--- config.mk ---
export PLATFORM = sky130hd
export DESIGN_NAME = manual_override_detection_control
export DESIGN_NICKNAME = d
export VERILOG_FILES = /design/src/verilog/override_pkg.sv /design/src/verilog/tick_timer.sv /design/src/verilog/tick_prescaler.sv /design/src/verilog/manual_override_detection_control.sv
export VERILOG_INCLUDE_DIRS = /design/src /design/src/verilog
export SDC_FILE = /design/constraint.sdc
export NUM_CORES = 1
export LEC_CHECK = 0
export BUFFER_PORTS_ARGS = -buffer_cell sky130_fd_sc_hd__buf_4
export CORE_MARGIN = 8
export CORE_UTILIZATION = 59
export CTS_CLUSTER_SIZE = 14
export DETAILED_ROUTE_END_ITERATION = 12
export HOLD_SLACK_MARGIN = 0.08
export MAX_ROUTING_LAYER = met4
export PLACE_DENSITY = 0.83
export SYNTH_ARGS = -nofsm -noshare
export SYNTH_HDL_FRONTEND = slang
export SYNTH_HIERARCHICAL = 1
export SYNTH_SLANG_ARGS = --single-unit
--- constraint.sdc ---
create_clock -name clk_i -period 3.3 [get_ports clk_i]
set_input_delay 0.165 -clock clk_i [delete_from_list [all_inputs] [get_ports clk_i]]
set_output_delay 0.165 -clock clk_i [all_outputs]
set_load 0.02 [all_outputs]
--- src/verilog/override_cfg.svh ---
`ifndef OVERRIDE_CFG_SVH
`define OVERRIDE_CFG_SVH
// Overview of operation
// [RULE_01] each block takes a one-bit manual override input and processes it
// [RULE_02] auto mode: override on forces start telegrams, no brightness check
// [RULE_03] auto mode: override on simulates presence, starts transmission delay
// [RULE_04] ceiling: delay expiry sends end telegrams; motion restarts delay
// [RULE_05] presence: brightness above limit during motion ends after off delay
// [RULE_06] auto mode: override off forces end, clears detection, then lockout
// [RULE_07] semi I: override on forces start, starts delay, enables detection
// [RULE_08] semi I: detection disabled after end telegrams are sent
// [RULE_09] semi I: override off ends, clears and disables; needs override on
// [RULE_10] semi II: override on forces start, simulates presence, no delay
// [RULE_11] semi II: partner sends override off; device then sends end
// [RULE_12] light control: pass override value on and start presence
// [RULE_13] external motion checked with twilight or not; auto off at end
// [RULE_14] no twilight evaluation: every motion starts or restarts delay
// [RULE_15] the switch-off override is the value opposite to switch-on

// ************************************************************
// register map (apb byte addresses)
// ************************************************************
`define OVR_ADDR_CTRL 12'h000
`define OVR_ADDR_DELAY 12'h004
`define OVR_ADDR_OFFDLY 12'h008
`define OVR_ADDR_LOCK 12'h00c
`define OVR_ADDR_STATUS 12'h010
`define OVR_ADDR_CMD 12'h014

// ctrl field positions
`define OVR_CTRL_MODE_LSB 0
`define OVR_CTRL_MODE_MSB 1
`define OVR_CTRL_PRESENCE 2
`define OVR_CTRL_LIGHTCTL 3
`define OVR_CTRL_TWI_EXT 4
`define OVR_CTRL_OUT1_EN 5
`define OVR_CTRL_OUT2_EN 6

// reset values
`define OVR_CTRL_RESET 32'h0000_0060
`define OVR_DELAY_RESET 32'h0000_0064
`define OVR_OFFDLY_RESET 32'h0000_0064
`define OVR_LOCK_RESET 32'h0000_0032

// timing: delays count in ticks of this many ns
`define OVR_TICK_NS 1000
`define OVR_CLK_NS 20
`define OVR_TICK_CYCLES (`OVR_TICK_NS / `OVR_CLK_NS)
`endif

--- src/verilog/override_pkg.sv ---
`default_nettype none
package override_pkg;
  typedef enum logic [1:0] {
    mode_full_auto = 2'b00,
    mode_manual_on_variant_one = 2'b01,
    mode_manual_on_variant_two = 2'b10
  } op_mode_t;

  typedef enum logic [1:0] {
    st_idle = 2'b00,
    st_detect = 2'b01,
    st_lockout = 2'b10,
    st_disabled = 2'b11
  } det_state_t;

  typedef struct packed {
    logic start_tel;
    logic end_tel;
  } tel_t;

  typedef struct packed {
    logic override_valid;
    logic override_value;
    logic motion;
    logic external_motion;
    logic above_twilight;
    logic above_switch_off;
  } sense_t;
endpackage
`default_nettype wire

--- src/verilog/tick_timer.sv ---
`default_nettype none
// loadable countdown on a prescaled tick
module tick_timer (
  input wire logic clk_i,
  input wire logic reset_i,
  input wire logic tick_i,
  input wire logic load_i,
  input wire logic stop_i,
  input wire logic [15:0] value_i,
  output logic busy_o,
  output logic expire_o
);
  typedef struct packed {
    logic [15:0] cnt;
    logic busy;
    logic expire;
  } tmr_state_t;
  tmr_state_t s_reg;
  tmr_state_t s_next;

  always_comb begin
    s_next = s_reg;
    s_next.expire = 1'b0;
    if (stop_i) begin
      s_next.busy = 1'b0;
    end else if (load_i) begin
      s_next.busy = 1'b1;
      s_next.cnt = (value_i == 16'h0000) ? 16'h0001 : value_i;
    end else if (s_reg.busy && tick_i) begin
      if (s_reg.cnt == 16'h0001) begin
        s_next.busy = 1'b0;
        s_next.expire = 1'b1;
      end else begin
        s_next.cnt = s_reg.cnt - 16'h0001;
      end
    end
  end

  always_ff @(posedge clk_i or posedge reset_i) begin
    if (reset_i) begin
      s_reg <= '0;
    end else begin
      s_reg <= s_next;
    end
  end

  assign busy_o = s_reg.busy;
  assign expire_o = s_reg.expire;
endmodule
`default_nettype wire

--- src/verilog/tick_prescaler.sv ---
`default_nettype none
`include "override_cfg.svh"
// one-cycle tick every OVR_TICK_CYCLES clocks
module tick_prescaler (
  input wire logic clk_i,
  input wire logic reset_i,
  output logic tick_o
);
  localparam logic [15:0] LAST = 16'(`OVR_TICK_CYCLES - 1);
  typedef struct packed {
    logic [15:0] cnt;
    logic tick;
  } pre_state_t;
  pre_state_t s_reg;
  pre_state_t s_next;

  always_comb begin
    s_next = s_reg;
    s_next.tick = 1'b0;
    if (s_reg.cnt == LAST) begin
      s_next.cnt = 16'h0000;
      s_next.tick = 1'b1;
    end else begin
      s_next.cnt = s_reg.cnt + 16'h0001;
    end
  end

  always_ff @(posedge clk_i or posedge reset_i) begin
    if (reset_i) begin
      s_reg <= '0;
    end else begin
      s_reg <= s_next;
    end
  end

  assign tick_o = s_reg.tick;
endmodule
`default_nettype wire

--- src/verilog/manual_override_detection_control.sv ---
`default_nettype none
`include "override_cfg.svh"
module manual_override_detection_control (
  input wire logic clk_i,
  input wire logic reset_i,
  input wire logic psel_i,
  input wire logic penable_i,
  input wire logic pwrite_i,
  input wire logic [11:0] paddr_i,
  input wire logic [31:0] pwdata_i,
  output logic [31:0] prdata_o,
  output logic pready_o,
  output logic pslverr_o,
  input wire override_pkg::sense_t sense_i,
  output override_pkg::tel_t out1_o,
  output override_pkg::tel_t out2_o,
  output logic light_ctl_valid_o,
  output logic light_ctl_value_o,
  output logic presence_o
);
  import override_pkg::*;

  // ************************************************************
  // state
  // ************************************************************
  typedef struct packed {
    logic [31:0] ctrl;
    logic [15:0] delay;
    logic [15:0] offdly;
    logic [15:0] lock;
    logic [31:0] rdata;
    logic ready;
    logic slverr;
    det_state_t st;
    logic presence;
    logic delay_run;
    logic cmd_pending;
    tel_t out1;
    tel_t out2;
    logic lc_valid;
    logic lc_value;
  } top_state_t;
  top_state_t s_reg;
  top_state_t s_next;

  logic tick;
  logic delay_load;
  logic delay_stop;
  logic delay_expire;
  logic off_load;
  logic off_stop;
  logic off_busy;
  logic off_expire;
  logic lock_load;
  logic lock_busy;
  logic lock_expire;

  // ************************************************************
  // timers
  // ************************************************************
  // one shared tick keeps the three delays in the same time base
  tick_prescaler u_pre (
    .clk_i(clk_i),
    .reset_i(reset_i),
    .tick_o(tick)
  );

  // transmission delay
  tick_timer u_delay (
    .clk_i(clk_i),
    .reset_i(reset_i),
    .tick_i(tick),
    .load_i(delay_load),
    .stop_i(delay_stop),
    .value_i(s_reg.delay),
    .busy_o(),
    .expire_o(delay_expire)
  );

  // switch-off brightness delay
  tick_timer u_off (
    .clk_i(clk_i),
    .reset_i(reset_i),
    .tick_i(tick),
    .load_i(off_load),
    .stop_i(off_stop),
    .value_i(s_reg.offdly),
    .busy_o(off_busy),
    .expire_o(off_expire)
  );

  // lockout after switch-off
  // never stopped: a switch-on override may cut a lockout short
  tick_timer u_lock (
    .clk_i(clk_i),
    .reset_i(reset_i),
    .tick_i(tick),
    .load_i(lock_load),
    .stop_i(1'b0),
    .value_i(s_reg.lock),
    .busy_o(lock_busy),
    .expire_o(lock_expire)
  );

  // ************************************************************
  // decoded configuration and inputs
  // ************************************************************
  op_mode_t mode;
  logic is_presence;
  logic is_lightctl;
  logic twi_ext;
  logic ovr_on;
  logic ovr_off;
  logic motion_ok;
  logic apb_wr;
  logic apb_rd;

  always_comb begin
    mode = op_mode_t'(s_reg.ctrl[`OVR_CTRL_MODE_MSB:`OVR_CTRL_MODE_LSB]);
    is_presence = s_reg.ctrl[`OVR_CTRL_PRESENCE];
    is_lightctl = s_reg.ctrl[`OVR_CTRL_LIGHTCTL];
    twi_ext = s_reg.ctrl[`OVR_CTRL_TWI_EXT];
    // software can also inject an override over the bus
    ovr_on = (sense_i.override_valid && sense_i.override_value) // see [RULE_01]
      || s_reg.cmd_pending;
    // off is the opposite value of on
    ovr_off = sense_i.override_valid && !sense_i.override_value; // see [RULE_15]
    // internal motion gated by twilight; external only if twi_ext set
    motion_ok = (sense_i.motion && !sense_i.above_twilight) // see [RULE_14]
      || (sense_i.external_motion
          && !(twi_ext && sense_i.above_twilight)); // see [RULE_13]
  end

  // ************************************************************
  // bus access decode
  // ************************************************************
  // ready still high means this access was already taken
  always_comb begin
    apb_wr = psel_i && penable_i && pwrite_i && !s_reg.ready;
    apb_rd = psel_i && penable_i && !pwrite_i && !s_reg.ready;
  end

  // ************************************************************
  // next state
  // ************************************************************
  always_comb begin
    s_next = s_reg;
    s_next.out1 = '0;
    s_next.out2 = '0;
    s_next.lc_valid = 1'b0;
    s_next.ready = 1'b0;
    s_next.slverr = 1'b0;
    delay_load = 1'b0;
    delay_stop = 1'b0;
    off_load = 1'b0;
    off_stop = 1'b0;
    lock_load = 1'b0;
    // a bus-injected override lasts one cycle; a new write re-arms it
    s_next.cmd_pending = 1'b0;

    // ************************************************************
    // apb slave
    // ************************************************************
    // answer one cycle into the access phase; the write lands with the
    // edge that raises pready, while the master still holds it
    if (apb_wr || apb_rd) begin
      s_next.ready = 1'b1;
      // unmapped and write-only addresses read as zero
      s_next.rdata = 32'h0000_0000;
      case (paddr_i)
        `OVR_ADDR_CTRL: begin
          if (apb_wr) begin
            s_next.ctrl = {25'h0000000, pwdata_i[6:0]};
          end
          s_next.rdata = s_reg.ctrl;
        end
        `OVR_ADDR_DELAY: begin
          if (apb_wr) begin
            s_next.delay = pwdata_i[15:0];
          end
          s_next.rdata = {16'h0000, s_reg.delay};
        end
        `OVR_ADDR_OFFDLY: begin
          if (apb_wr) begin
            s_next.offdly = pwdata_i[15:0];
          end
          s_next.rdata = {16'h0000, s_reg.offdly};
        end
        `OVR_ADDR_LOCK: begin
          if (apb_wr) begin
            s_next.lock = pwdata_i[15:0];
          end
          s_next.rdata = {16'h0000, s_reg.lock};
        end
        `OVR_ADDR_STATUS: begin
          s_next.rdata = {28'h0000000, s_reg.presence, s_reg.delay_run,
                          s_reg.st};
        end
        `OVR_ADDR_CMD: begin
          // only a one requests; writing zero does nothing
          if (apb_wr && pwdata_i[0]) begin
            s_next.cmd_pending = 1'b1;
          end
        end
        default: begin
          s_next.slverr = 1'b1;
        end
      endcase
    end

    // ************************************************************
    // override handling
    // ************************************************************
    if (is_lightctl) begin
      // light control owns the override value; we only start presence
      if (sense_i.override_valid) begin
        s_next.lc_valid = 1'b1; // see [RULE_12]
        s_next.lc_value = sense_i.override_value;
      end
      if (ovr_on || ovr_off) begin
        s_next.presence = 1'b1; // see [RULE_12]
      end
    end else if (ovr_off) begin
      // off beats any motion in the same cycle
      s_next.out1.end_tel = s_reg.ctrl[`OVR_CTRL_OUT1_EN]; // see [RULE_06]
      s_next.out2.end_tel = s_reg.ctrl[`OVR_CTRL_OUT2_EN]; // see [RULE_11]
      s_next.presence = 1'b0;
      s_next.delay_run = 1'b0;
      delay_stop = 1'b1;
      off_stop = 1'b1;
      if (mode == mode_manual_on_variant_one) begin
        s_next.st = st_disabled; // see [RULE_09]
      end else begin
        s_next.st = st_lockout; // see [RULE_06]
        lock_load = 1'b1;
      end
    end else if (ovr_on) begin
      // forced, no brightness test, no evaluation delay
      s_next.out1.start_tel = s_reg.ctrl[`OVR_CTRL_OUT1_EN]; // see [RULE_02]
      s_next.out2.start_tel = s_reg.ctrl[`OVR_CTRL_OUT2_EN]; // see [RULE_02]
      s_next.presence = 1'b1; // see [RULE_03]
      // lockout and disabled both give way to a switch-on
      s_next.st = st_detect; // see [RULE_07]
      if (mode == mode_manual_on_variant_two) begin
        s_next.delay_run = 1'b0; // see [RULE_10]
        delay_stop = 1'b1;
      end else begin
        s_next.delay_run = 1'b1; // see [RULE_03]
        delay_load = 1'b1;
      end
    end else begin
      // ********************************************************
      // detection sequence
      // ********************************************************
      case (s_reg.st)
        st_idle: begin
          // a real detection takes the same path as a forced one in auto and semi I
          if (motion_ok) begin
            s_next.st = st_detect;
            s_next.presence = 1'b1;
            s_next.delay_run = 1'b1;
            delay_load = 1'b1; // see [RULE_14]
            s_next.out1.start_tel = s_reg.ctrl[`OVR_CTRL_OUT1_EN];
            s_next.out2.start_tel = s_reg.ctrl[`OVR_CTRL_OUT2_EN];
          end
        end
        st_detect: begin
          // retrigger only while the delay runs; a forced start in semi II keeps it off
          if ((sense_i.motion || sense_i.external_motion)
              && s_reg.delay_run) begin
            delay_load = 1'b1; // see [RULE_04]
          end
          // presence detector: brightness above off limit with motion
          if (is_presence && sense_i.above_switch_off && sense_i.motion) begin
            if (!off_busy) begin
              off_load = 1'b1; // see [RULE_05]
            end
          end else begin
            off_stop = 1'b1;
          end
          if ((delay_expire && s_reg.delay_run) || off_expire) begin
            s_next.out1.end_tel = s_reg.ctrl[`OVR_CTRL_OUT1_EN]; // see [RULE_04]
            s_next.out2.end_tel = s_reg.ctrl[`OVR_CTRL_OUT2_EN]; // see [RULE_05]
            s_next.presence = 1'b0;
            s_next.delay_run = 1'b0;
            // a timer left running would end the next detection early
            delay_stop = 1'b1;
            off_stop = 1'b1;
            if (mode == mode_manual_on_variant_one) begin
              s_next.st = st_disabled; // see [RULE_08]
            end else begin
              s_next.st = st_lockout; // see [RULE_13]
              lock_load = 1'b1;
            end
          end
        end
        st_lockout: begin
          // motion ignored until lockout ends
          // an expired or never loaded lockout both release
          if (lock_expire || !lock_busy) begin
            s_next.st = st_idle; // see [RULE_06]
          end
        end
        st_disabled: begin
          // only an override leaves here: switch-on, or switch-off outside semi I (to lockout)
          s_next.st = st_disabled; // see [RULE_09]
        end
        default: begin
          s_next.st = st_idle;
        end
      endcase
    end
  end

  // ************************************************************
  // registers
  // ************************************************************
  always_ff @(posedge clk_i or posedge reset_i) begin
    if (reset_i) begin
      s_reg <= '0;
      // configuration restarts with both outputs enabled
      s_reg.ctrl <= `OVR_CTRL_RESET;
      s_reg.delay <= 16'(`OVR_DELAY_RESET);
      s_reg.offdly <= 16'(`OVR_OFFDLY_RESET);
      s_reg.lock <= 16'(`OVR_LOCK_RESET);
    end else begin
      s_reg <= s_next;
    end
  end

  // ************************************************************
  // outputs
  // ************************************************************
  assign prdata_o = s_reg.rdata;
  assign pready_o = s_reg.ready;
  assign pslverr_o = s_reg.slverr;
  assign out1_o = s_reg.out1;
  assign out2_o = s_reg.out2;
  assign light_ctl_valid_o = s_reg.lc_valid;
  assign light_ctl_value_o = s_reg.lc_value;
  assign presence_o = s_reg.presence;
endmodule
`default_nettype wire

# Word level (Yosys, flattened, before mapping)
# Cells that the tools add are included.
[word_totals] word_cells=209 inputBits=55 output_inout_bits=41 regBits=155
[classes] eq_ne=23 n_mux=90 add_sub_neg=4 reduce_logical=61 n_bitwise=3
[ops] op="16-bit two-way mux" n=7
[ops] op="16-bit case mux with 5 select lines" n=1
[ops] op="1-bit two-way mux" n=61
[ops] op="18-bit two-way mux" n=3
[ops] op="17-bit two-way mux" n=3
[ops] op="16-bit by 1-bit equality test with 1-bit output, second input constant" n=3
[ops] op="16-bit logical NOT" n=3
[ops] op="16-bit by 1-bit subtractor with 16-bit output, second input constant" n=3
[ops] op="12-bit by 4-bit equality test with 1-bit output, second input constant" n=2
[ops] op="12-bit by 5-bit equality test with 1-bit output, second input constant" n=2
[ops] op="4-bit two-way mux" n=5
[ops] op="1-bit logical AND" n=18
[ops] op="3-bit AND reduction" n=6
[ops] op="16-bit by 1-bit adder with 16-bit output, second input constant" n=1
[ops] op="16-bit by 6-bit equality test with 1-bit output, second input constant" n=1
[ops] op="2-bit two-way mux" n=7
[ops] op="12-bit by 3-bit equality test with 1-bit output, second input constant" n=1
[ops] op="12-bit logical NOT" n=1
[ops] op="4-bit != test, second input constant" n=3
[ops] op="4-bit AND reduction" n=3
[ops] op="3-bit nonzero test" n=4
[ops] op="5-bit != test, second input constant" n=2
[ops] op="2-bit AND reduction" n=5
[ops] op="2-bit case mux with 4 select lines" n=1
[ops] op="other kinds (14)" n=35

# Logic depth before layout (Yosys ltp)
# Gate-level depths: netlist of run 1.
[depth] word_depth=11 depth_mapped=9 mapped_depth_nobuf=8

# Hierarchy
# The synthesis of run 1 kept the hierarchy.
[by_module_without_submodules] module="manual_override_detection_control" area_per_inst_um2=4192.8 cells_each=346 seq_area_each_um2=2115.8 n_inst=1
[by_module_without_submodules] module="tick_timer at u_delay ..." area_per_inst_um2=1197.4 cells_each=134 seq_area_each_um2=450.4 n_inst=2
[by_module_without_submodules] module="tick_timer at u_off" area_per_inst_um2=1348.8 cells_each=144 seq_area_each_um2=450.4 n_inst=1
[by_module_without_submodules] module="tick_prescaler" area_per_inst_um2=812.0 cells_each=73 seq_area_each_um2=425.4 n_inst=1

# Worst setup path before layout of run 1
# Ideal clock, no wire load.
[synth_path] path_kind="flip-flop to flip-flop" start="reg s_reg[97] in the netlist's numbering" end="reg u_delay/s_reg[4] in the netlist's numbering" n_path_buf=2 arrival_ps=2343 setup_slack_ps=835 stages_incl_launch_ff=9 setup_ps=122 synth_period_minus_slack_ps=2465 required_time_ps=3178 cell_sequence="dfrtp_1 > nand2b_1 > a2111oi_0 > a311oi_1 > nor3_1 > clkbuf_1 > clkbuf_1 > o21ai_0 > a32o_1"
[synth_via] elab_chain_len=11 elab_cells_between_ends=13 classes_between="1 x eq/ne; 6 x mux; 6 x reduce/logical"
[synth_rtl] item="start: declaration" line_no="manual_override_detection_control.sv:43" rtl="top_state_t s_reg;"
[synth_rtl] item="start signal: assignment" line_no="manual_override_detection_control.sv:327" rtl="s_reg <= s_next;"
[synth_rtl] item="1-bit logical AND (*)" line_no="manual_override_detection_control.sv:131" rtl="&& !(twi_ext && sense_i.above_twilight));"
[synth_rtl] item="1-bit logical NOT (*)" line_no="manual_override_detection_control.sv:131"
[synth_rtl] item="1-bit logical AND (*)" line_no="manual_override_detection_control.sv:131"
[synth_rtl] item="1-bit logical OR (*)" line_no="manual_override_detection_control.sv:130" rtl="|| (sense_i.external_motion"
[synth_rtl] item="1-bit two-way mux (*)" line_no="manual_override_detection_control.sv:258" rtl="if (motion_ok) begin"
[synth_rtl] item="1-bit case mux with 2 select lines (*)" line_no="manual_override_detection_control.sv:255" rtl="case (s_reg.st)"
[synth_rtl] item="1-bit two-way mux (*)" line_no="manual_override_detection_control.sv:237" rtl="end else if (ovr_on) begin"
[synth_rtl] item="1-bit two-way mux (*)" line_no="manual_override_detection_control.sv:223" rtl="end else if (ovr_off) begin"
[synth_rtl] item="1-bit two-way mux (*)" line_no="manual_override_detection_control.sv:214" rtl="if (is_lightctl) begin"
[synth_rtl] item="via delay_load" line_no="manual_override_detection_control.sv:47" rtl="logic delay_load;"
[synth_rtl] item="2-bit != test (no line) / 2-bit nonzero test (equally long branches)"
[synth_rtl] item="3-bit AND reduction (no line)"
[synth_rtl] item="end signal: assignment" line_no="tick_timer.sv:43" rtl="s_reg <= s_next;"
[synth_rtl] item="end: declaration" line_no="tick_timer.sv:18" rtl="tmr_state_t s_reg;"
# Mark *: on every way through the listed nets, which the timed path passes. The rest lies on a longest branch.
# A chain may end at the register's enable or synchronous reset.

# Worst setup path in the final report of run 1
[layout_path] start="reg s_reg[97] in the netlist's numbering" end="reg u_delay/s_reg[2] in the netlist's numbering"
# The elaborated chain is that of the path after synthesis.

==> results of run 1 <==
cells in the final DEF (no fill, tap or decap), types with 25 or more instances in the layout:
master / synthesis / layout
mux2_2: 55 / 55
nand3_1: 29 / 29
nor4_1: 27 / 25
dfrtp_1: 144 / 144
nor3_1: 35 / 34
o21ai_0: 25 / 25
inv_1: 33 / 32
buf_4: 39 / 80
nand2_1: 51 / 51
nor2_1: 39 / 39
cell type report:
class / instances / area [µm²] / area share [%]
well taps: 184 / 230 / 2.30
repair buffers: 103 / 831 / 8.30
clock inverters: 7 / 93.8 / 0.937
inverters: 33 / 125 / 1.25
clock buffers: 25 / 475 / 4.75
multi-input cells: 594 / 4370 / 43.6
flip-flops and latches: 155 / 3890 / 38.9
routing by layer:
| layer | part of all wire, % | routed length, µm | track usage (%) | up-vias |
|---|---|---|---|---|
| met4 | 2.9 | 713 | 9.97 | 0 |
| met2 | 46 | 11300 | 40.3 | 500 |
| met1 | 41 | 9970 | 36.4 | 3650 |
| li1 | - | - | - | 3257 |
| met3 | 10 | 2500 | 5.29 | 65 |
| met5 | 0 | 0 | - | - |
what timing repair did:
action,in CTS,in global routing
endpoints found under the hold margin,167,0
resized for setup,0,0
hold buffers,23,0
setup endpoints to repair,0,0
worst reg2reg max path, stage by stage, from the launching register on:
cell and delay [ns]:
dfrtp_1 0.42, nand2b_1 0.17, a2111oi_0 0.58, a311oi_1 0.13
nor3_2 0.50, nand2b_1 0.33, o21ai_2 0.30, mux2_1 0.37
kinds of logic after synthesis:
group / count (synthesis) / share of synthesized area [%]
adders and majority gates: 8 / 1.14
AOI/OAI and AO/OA: 187 / 15.8
other: 1 / 0.0429
xor gates and xnor gates: 13 / 1.30
and+or+nand+nor: 284 / 19.3
buffers and inverters: 104 / 6.74
muxes: 79 / 11.2
DFF: 155 / 44.5
path summary, 6_finish.rpt:
path	to	slack [ns]	depth (start not counted)
worst max-delay path	u_delay/s_reg[2]	0.38	7
worst min-delay path	s_reg[6]	0.13	4
worst max register to register	u_delay/s_reg[2]	0.38	7
worst min register to register	u_pre/s_reg[16]	0.48	1
max in group asynchronous	s_reg[79]	1.99	4
min in group asynchronous	u_pre/s_reg[4]	0.45	3
stage by stage:
stage	cells	utilization, %	hold WS (ns)	power [µW]	instance area [µm²]
3_5_place_dp	1046	63.4	0.342	2510	9220
6_report	1101	68.9	0.127	4410	10000
4_1_cts	1101	68.9	0.112	4430	10000
2_1_floorplan	853	-	0.0911	2330	8830
3_3_place_gp	1046	63.4	0.340	2500	9220
5_1_grt	1101	68.9	0.127	4570	10000
power groups by stage:
| stage | Clock, µW | Sequential, µW | Combinational (µW) |
|---|---|---|---|
| 2_1_floorplan | 0 | 1990 | 342 |
| 3_3_place_gp | 0 | 2010 | 489 |
| 3_5_place_dp | 0 | 2010 | 493 |
| 4_1_cts | 1930 | 1980 | 517 |
| 5_1_grt | 2010 | 1990 | 576 |
| 6_report | 1910 | 1980 | 527 |
==> reports/summary.txt, run 1 <==
Wire length per cell: 22.2 µm
Most frequent CP cell: nand2b_1
Clock slew at reported path FFs: 0.06 ns
First-pass GRT wire length: 39.3 mm
H-tree levels: 4
Endpoint class of the critical path: flip-flop
Count leader, synth: dfrtp_1
Status: completed
DIE AREA: 19,000 µm²
Combinational share of power: 11.9%
Ant diodes: 0
Crit path DAT: 3.22 ns
Reg power frac: 44.9%
Fin worst setup slack: 0.382 ns
Core region area: 14,500 µm²
Sw Ratio: 25.9%
Clock buffer count from CTS: 17
Worst-margin pin slew: 0.972 ns
EDFF count, synth: 0
Setup TNS: 0 ns
HP Start: paddr_i[5]
Fin crit share: 88.4%
Critical-path cell list: nand2b_1, a2111oi_0, a311oi_1, nor3_2, nand2b_1, o21ai_2, mux2_1
Clock skew: 0.00838 ns
Initial DRC Count: 746
Hold Vio Cnt, Final: 0
Yosys top cell by area: dfrtp_1
Cell chosen for the clock root: clkbuf_16
Port Buffer Count: 63
Die W: 138 µm
Die Ht: 138 µm
IO Pins: 96
Largest net degree at the start of global routing: 44
Worst Setup SP: s_reg[97]
TritonCTS clock tree: yes
Pleak: 0.00444 µW
Most area-consuming cells after synthesis: dfrtp_1 (41%), mux2_2 (7.1%), buf_4 (3.3%)
Remaining antenna violation count: 0
Worst Hold Class: in -> reg
Internal power: 3270 µW
Startpoint types: flip-flop
Post-CTS Setup Inserts: 0
Commonest cells in the netlist: dfrtp_1 (144), mux2_2 (55), nand2_1 (51)
Number of fill cells: 1,103
Vias per std cell: 6.79
Worst Path Max Fanout: 9
GR Overflow Total: 0
Sequential area share after synthesis: 44.5%
Synthesis Warnings: 6
Row cnt: 44
Drt total wl: 24.5 mm
Vias: 7,472
CP max stage delay: 0.58 ns
Post-synthesis cell area: 8750 µm²
Nets: 967
Synth Area per Inst: 10.5 µm²
Unrepaired setup endpoints after global routing: no
Share of layout cells above drive strength 1: 25.2%
Post-Place Setup Slack: 0.465 ns
Overall routing resource usage: 27.2%
P_sw: 1140 µW
Drt pass-1 iters: 5
Hpwl dp: 17.4 mm
Relative slew slack: 35.2%
Critical Path RT: 3.60 ns
Gpl congestion: 0.940
Area Overhead vs Synth: 14.5%
Max Cap Viol: 0
Largest delay share family, worst path: compound AO/OA/AOI/OAI gates
Worst-Skew Late Latency: 0.42 ns
CP Buf/Inv Count: 0
Clock share of power: 43.2%
Number of synthesized register bits: 155
Critical path type: reg -> reg
Number of flip-flops in the largest register: 55
Setup-failing EPs final: 0
Reg-to-Reg Start: s_reg[97]
Maximum clock path buffer count: 2
CTS sink count: 155
Ys flop type: dfrtp_1
Synth top area share: 41.2%
Peak VDD IR: 0.000405 V
Initial Util: 60.2%
Fmax: 343 MHz
Pwr/cell area: 441 nW/µm²
Initial antenna violation count: 0
Vias in the first global route: 7,257
Critical-path top delay cell: a2111oi_0
Final count of pins violating max slew: 0
Async SR Flop Fraction: 100%
Minimum clock period: 2.92 ns
Syn Inst Count: 831
Netlist cell types: 87
Total DRC errors in the routed layout: 0
Note: power is estimated with default switching activity, not from simulation.
==> run 2: changes to the inputs <==
--- a/config.mk
+++ b/config.mk
@@ -13,7 +13,7 @@
 export DETAILED_ROUTE_END_ITERATION = 12
 export HOLD_SLACK_MARGIN = 0.08
 export MAX_ROUTING_LAYER = met4
-export PLACE_DENSITY = 0.83
+export PLACE_DENSITY = 0.8
 export SYNTH_ARGS = -nofsm -noshare
 export SYNTH_HDL_FRONTEND = slang
 export SYNTH_HIERARCHICAL = 1
==> run 2 against run 1 <==
Compared with the run above: sequential power about the same; core utilization rose by 0.23 points; sequential share of layout area decreased by 0.13 points; worst setup slack improved by 0.092 ns; combinational power about the same; clock power rose by 7%; critical path depth stayed put; via count decreased by 1.4%; clock-buffer cell count decreased by 4; critical path type unchanged; largest cell class unchanged.
==> reports/summary.txt, run 2 (same netlist as run 1, synthesis figures left out) <==
Vias in the first global route: 7,176
Overall power: 4560 µW
Ant diodes: 0
Vias: 7,366
Fin worst setup slack: 0.474 ns
Hold Vio Cnt, Final: 0
Crit path DAT: 3.17 ns
Maximum clock path buffer count: 2
Peak VDD IR: 0.000385 V
Commonest cells after routing, fill and taps aside: dfrtp_1 (144), buf_4 (78), mux2_2 (55)
Share of layout cells above drive strength 1: 25.2%
IO Pins: 96
TritonCTS clock tree: yes
Commonest non-fill, non-tap cell in the layout: dfrtp_1
Gpl congestion: 0.953
Endpoint class of the critical path: flip-flop
Initial DRC Count: 708
Reg2reg end: u_off/s_reg[17]
DIE AREA: 19,000 µm²
Setup-failing EPs final: 0
Fmax: 354 MHz
Initial Util: 60.2%
Setup TNS: 0 ns
Port Buffer Count: 63
Nets: 966
Minimum clock period: 2.83 ns
Status: completed
Remaining antenna violation count: 0
Number of flip-flops in the largest register: 55
Largest net degree at the start of global routing: 57
First-pass GRT wire length: 38.9 mm
Clock slew at reported path FFs: 0.06 ns
Pleak: 0.00446 µW
Cell chosen for the clock root: clkbuf_16
Critical Path RT: 3.64 ns
Post-Place Setup Slack: 0.576 ns
Clock buffer count from CTS: 17
Clock skew: 0.00643 ns
GR Overflow Total: 0
H-tree levels: 4
Worst-margin pin slew: 0.985 ns
Core region area: 14,500 µm²
Drt total wl: 24.3 mm
Die Ht: 138 µm
Critical path type: reg -> reg
Wire length per cell: 22.1 µm
Worst-Skew Late Latency: 0.43 ns
Die W: 138 µm
Pwr/cell area: 454 nW/µm²
Worst reg-to-reg setup slack: 0.47 ns
Final count of pins violating max slew: 0
Relative slew slack: 34.3%
Hpwl dp: 17.1 mm
Reg-to-Reg Start: s_reg[6]
Drt pass-1 iters: 5
Area Overhead vs Synth: 14.9%
Max Cap Viol: 0
Startpoint types: flip-flop
Worst Setup SP: s_reg[6]
Row cnt: 44
CTS sink count: 155
Reg2Reg Depth: 7
Initial antenna violation count: 0
Total DRC errors in the routed layout: 0
Fin crit share: 85.6%
Worst Path Max Fanout: 13
Unrepaired setup endpoints after global routing: no
Vias per std cell: 6.70
Worst Hold Class: in -> reg
Overall routing resource usage: 27.2%
Critical Path End: u_off/s_reg[17]
run 2: cell type report:
class	instances	area (µm²)
multi-input combinational	594	4370
tap	184	230
fill	1090	4490
timing repair buffer	102	826
clock inverter	11	168
inverter	33	125
clock buffer	21	440
sequential	155	3890
run 2: worst min path at each step:
stage / end / slack (ns) / start / depth (start not counted)
finish: s_reg[6] / 0.10 / paddr_i[5] / 4
global route: s_reg[6] / 0.1 / paddr_i[5] / 4
CTS: s_reg[6] / 0.09 / paddr_i[5] / 4
detailed placement: u_pre/s_reg[1] / 0.35 / reset_i / 2
global placement: u_pre/s_reg[2] / 0.34 / reset_i / 2
floorplan: u_pre/s_reg[10] / 0.09 / reset_i / 1
run 2: power by group:
part | switching [µW] | total (µW) | internal [µW] | leakage [µW]
Sequential | 53.1 | 1980 | 1930 | 0.00209
Combinational | 344 | 529 | 185 | 0.00208
Clock | 787 | 2050 | 1270 | 0.000292
Total | 1180 | 4560 | 3380 | 0.00446
run 2: layer usage:
| metal | up-vias | part of all wire, % | global-route usage, % |
|---|---|---|---|
| met5 | - | 0 | - |
| met4 | 0 | 2.9 | 11.9 |
| met3 | 70 | 8.8 | 5.40 |
| met2 | 429 | 46 | 40.1 |
| met1 | 3613 | 43 | 35.9 |
| li1 | 3254 | - | - |
run 2: repair_timing:
item,in CTS,in global routing
endpoints found under the setup margin,0,0
buffers inserted,0,0
resized for setup,0,0
hold buffers,24,0
hold endpoints to repair,178,0
run 2: worst max-delay path, cell delays in order (launching register included):
cell      delay (ns)
dfrtp_1         0.45
nor2_1          0.42
nand3_1         0.19
nor4_2          0.41
a21oi_2         0.08
nor2_2          0.52
nand2_1         0.40
o211ai_1        0.27
run 2: per-stage QoR:
stage / utilization, % / cells / instance area, µm² / hold WS (ns)
after floorplan: - / 853 / 8830 / 0.0911
after global placement: 63.3 / 1044 / 9200 / 0.339
after detailed placement: 63.3 / 1044 / 9200 / 0.349
after CTS: 69.1 / 1100 / 10000 / 0.0923
after global routing: 69.1 / 1100 / 10000 / 0.0998
final: 69.1 / 1100 / 10000 / 0.105
==> run 3: changes to the inputs <==
==> constraint.sdc (replaced) <==
create_clock -name clk_i -period 3.3 [get_ports clk_i]
set_input_delay 0.495 -clock clk_i [delete_from_list [all_inputs] [get_ports clk_i]]
set_output_delay 0.495 -clock clk_i [all_outputs]
set_load 0.02 [all_outputs]
==> run 3 against run 2 <==
Compared with the run above: core utilization decreased by 1.1 points; combinational power decreased by 2%; non-clock buffer count decreased by 20; die area unchanged; final area decreased by 1.7%; clock power increased by 2%; routed wire length decreased by 1.1%; global-route usage decreased by 0.60 points; final cell count decreased by 1.8%; sequential power about the same; fmax decreased by 0.50%.
==> reports/summary.txt, run 3 (same netlist as run 1, synthesis figures left out) <==
Maximum clock path buffer count: 2
Endpoint class of the critical path: flip-flop
Area Overhead vs Synth: 13.0%
Gpl congestion: 0.929
Largest net degree at the start of global routing: 75
Clock buffer count from CTS: 17
Sw Ratio: 25.5%
Fin crit share: 86.1%
Unrepaired setup endpoints after global routing: no
Final count of pins violating max slew: 0
Startpoint types: flip-flop
Worst Hold Class: in -> reg
Initial DRC Count: 700
Pleak: 0.00440 µW
Relative slew slack: 32.0%
Critical Path RT: 3.61 ns
Commonest cells after routing, fill and taps aside: dfrtp_1 (144), buf_4 (80), mux2_2 (55)
Setup TNS: 0 ns
Core region area: 14,500 µm²
Number of flip-flops in the largest register: 55
Die Ht: 138 µm
IO Pins: 96
P_sw: 1170 µW
Overall routing resource usage: 26.6%
Remaining antenna violation count: 0
Port Buffer Count: 63
Status: completed
Cell chosen for the clock root: clkbuf_16
Worst Path Max Fanout: 23
CTS sink count: 155
Minimum clock period: 2.84 ns
Wire length per cell: 22.3 µm
Worst-margin pin slew: 1.02 ns
Vias per std cell: 6.69
Vias: 7,223
Reg power frac: 42.9%
Hold Vio Cnt, Final: 0
Pwr/cell area: 465 nW/µm²
Total DRC errors in the routed layout: 0
Initial antenna violation count: 0
Hold_ws: 0.331 ns
H-tree levels: 4
Peak VDD IR: 0.000386 V
Critical path type: reg -> reg
DIE AREA: 19,000 µm²
Combinational share of power: 11.3%
Drt total wl: 24.1 mm
Ant diodes: 0
Drt pass-1 iters: 5
Internal power: 3420 µW
Max Cap Viol: 0
Initial Util: 60.2%
Vias in the first global route: 7,035
Fmax: 352 MHz
Die W: 138 µm
Reg2Reg Depth: 9
Crit path DAT: 3.15 ns
Clock share of power: 45.7%
Worst-Skew Late Latency: 0.42 ns
First-pass GRT wire length: 38.0 mm
GR Overflow Total: 0
TritonCTS clock tree: yes
Clock skew: 0.00779 ns
Nets: 946
Clock slew at reported path FFs: 0.06 ns
Worst reg-to-reg setup slack: 0.46 ns
Worst Hold Path Cells: 2
Setup-failing EPs final: 0
Hpwl dp: 17.2 mm
Row cnt: 44
Commonest non-fill, non-tap cell in the layout: dfrtp_1
Share of layout cells above drive strength 1: 26.5%
Number of fill cells: 1,106
run 3: changes by cell type in the layout (fill, tap and decap cells not counted), sizes merged:
cell,change
dlygate4sd3,-23
buf,+3
inv,-2
clkinv,+1
clkinvlp,+1
run 3: layout make-up:
cell class,count,area [µm²],share of cell area [%]
timing repair buffer,82,631,6.38
clock buffer,21,470,4.76
multi-input combinational,594,4370,44.2
clock inverter,11,166,1.68
inverter,33,125,1.27
tap,184,230,2.33
sequential,155,3890,39.4
run 3: metrics by stage:
step	cell area, µm²	util (%)	worst slack [ns]	power (µW)	instances
final	9880	68.0	0.460	4600	1080
after global routing	9880	68.0	0.269	4750	1080
after CTS	9880	68.0	0.508	4600	1080
after detailed placement	9240	63.5	0.469	2510	1047
after global placement	9240	63.5	0.499	2510	1047
after floorplan	8830	-	0.658	2330	853
run 3: power groups by stage:
stage	sequential, µW	clock, µW	combinational (µW)
final	1970	2100	521
after global routing	1980	2210	567
after CTS	1970	2120	511
after detailed placement	2000	0	506
after global placement	2000	0	506
after floorplan	1990	0	342
run 3: layer usage:
metal	vias up	global-route usage (%)	wire, µm
li1	3199	-	-
met1	3565	35.3	10100
met2	403	38.5	10900
met3	56	6.38	2380
met4	0	10.7	735
met5	-	-	0
run 3: critical path: stages, from the launching register on:
cell	delay, ns
dfrtp_1	0.42
nand2b_1	0.17
a2111oi_0	0.58
a311oi_1	0.13
nor3_2	0.17
buf_4	0.30
nand3b_1	0.30
nor2_1	0.19
a22o_1	0.24
a32o_1	0.20
run 3: path summary, 6_finish.rpt:
path / from / endpoint
worst max register to register: s_reg[97] / u_delay/s_reg[9]
worst max-delay path: s_reg[97] / u_delay/s_reg[9]
worst min register to register: u_pre/s_reg[16] / u_pre/s_reg[16]
worst min-delay path: pwdata_i[13] / s_reg[58]
max in group asynchronous: reset_i / u_lock/s_reg[17]
min in group asynchronous: reset_i / prdata_o[12]
run 3: what timing repair did:
action                                 CTS  global route
endpoints found under the hold margin   10             0
hold buffers                             1             0
buffers inserted                         0             0
resized for setup                        0             0
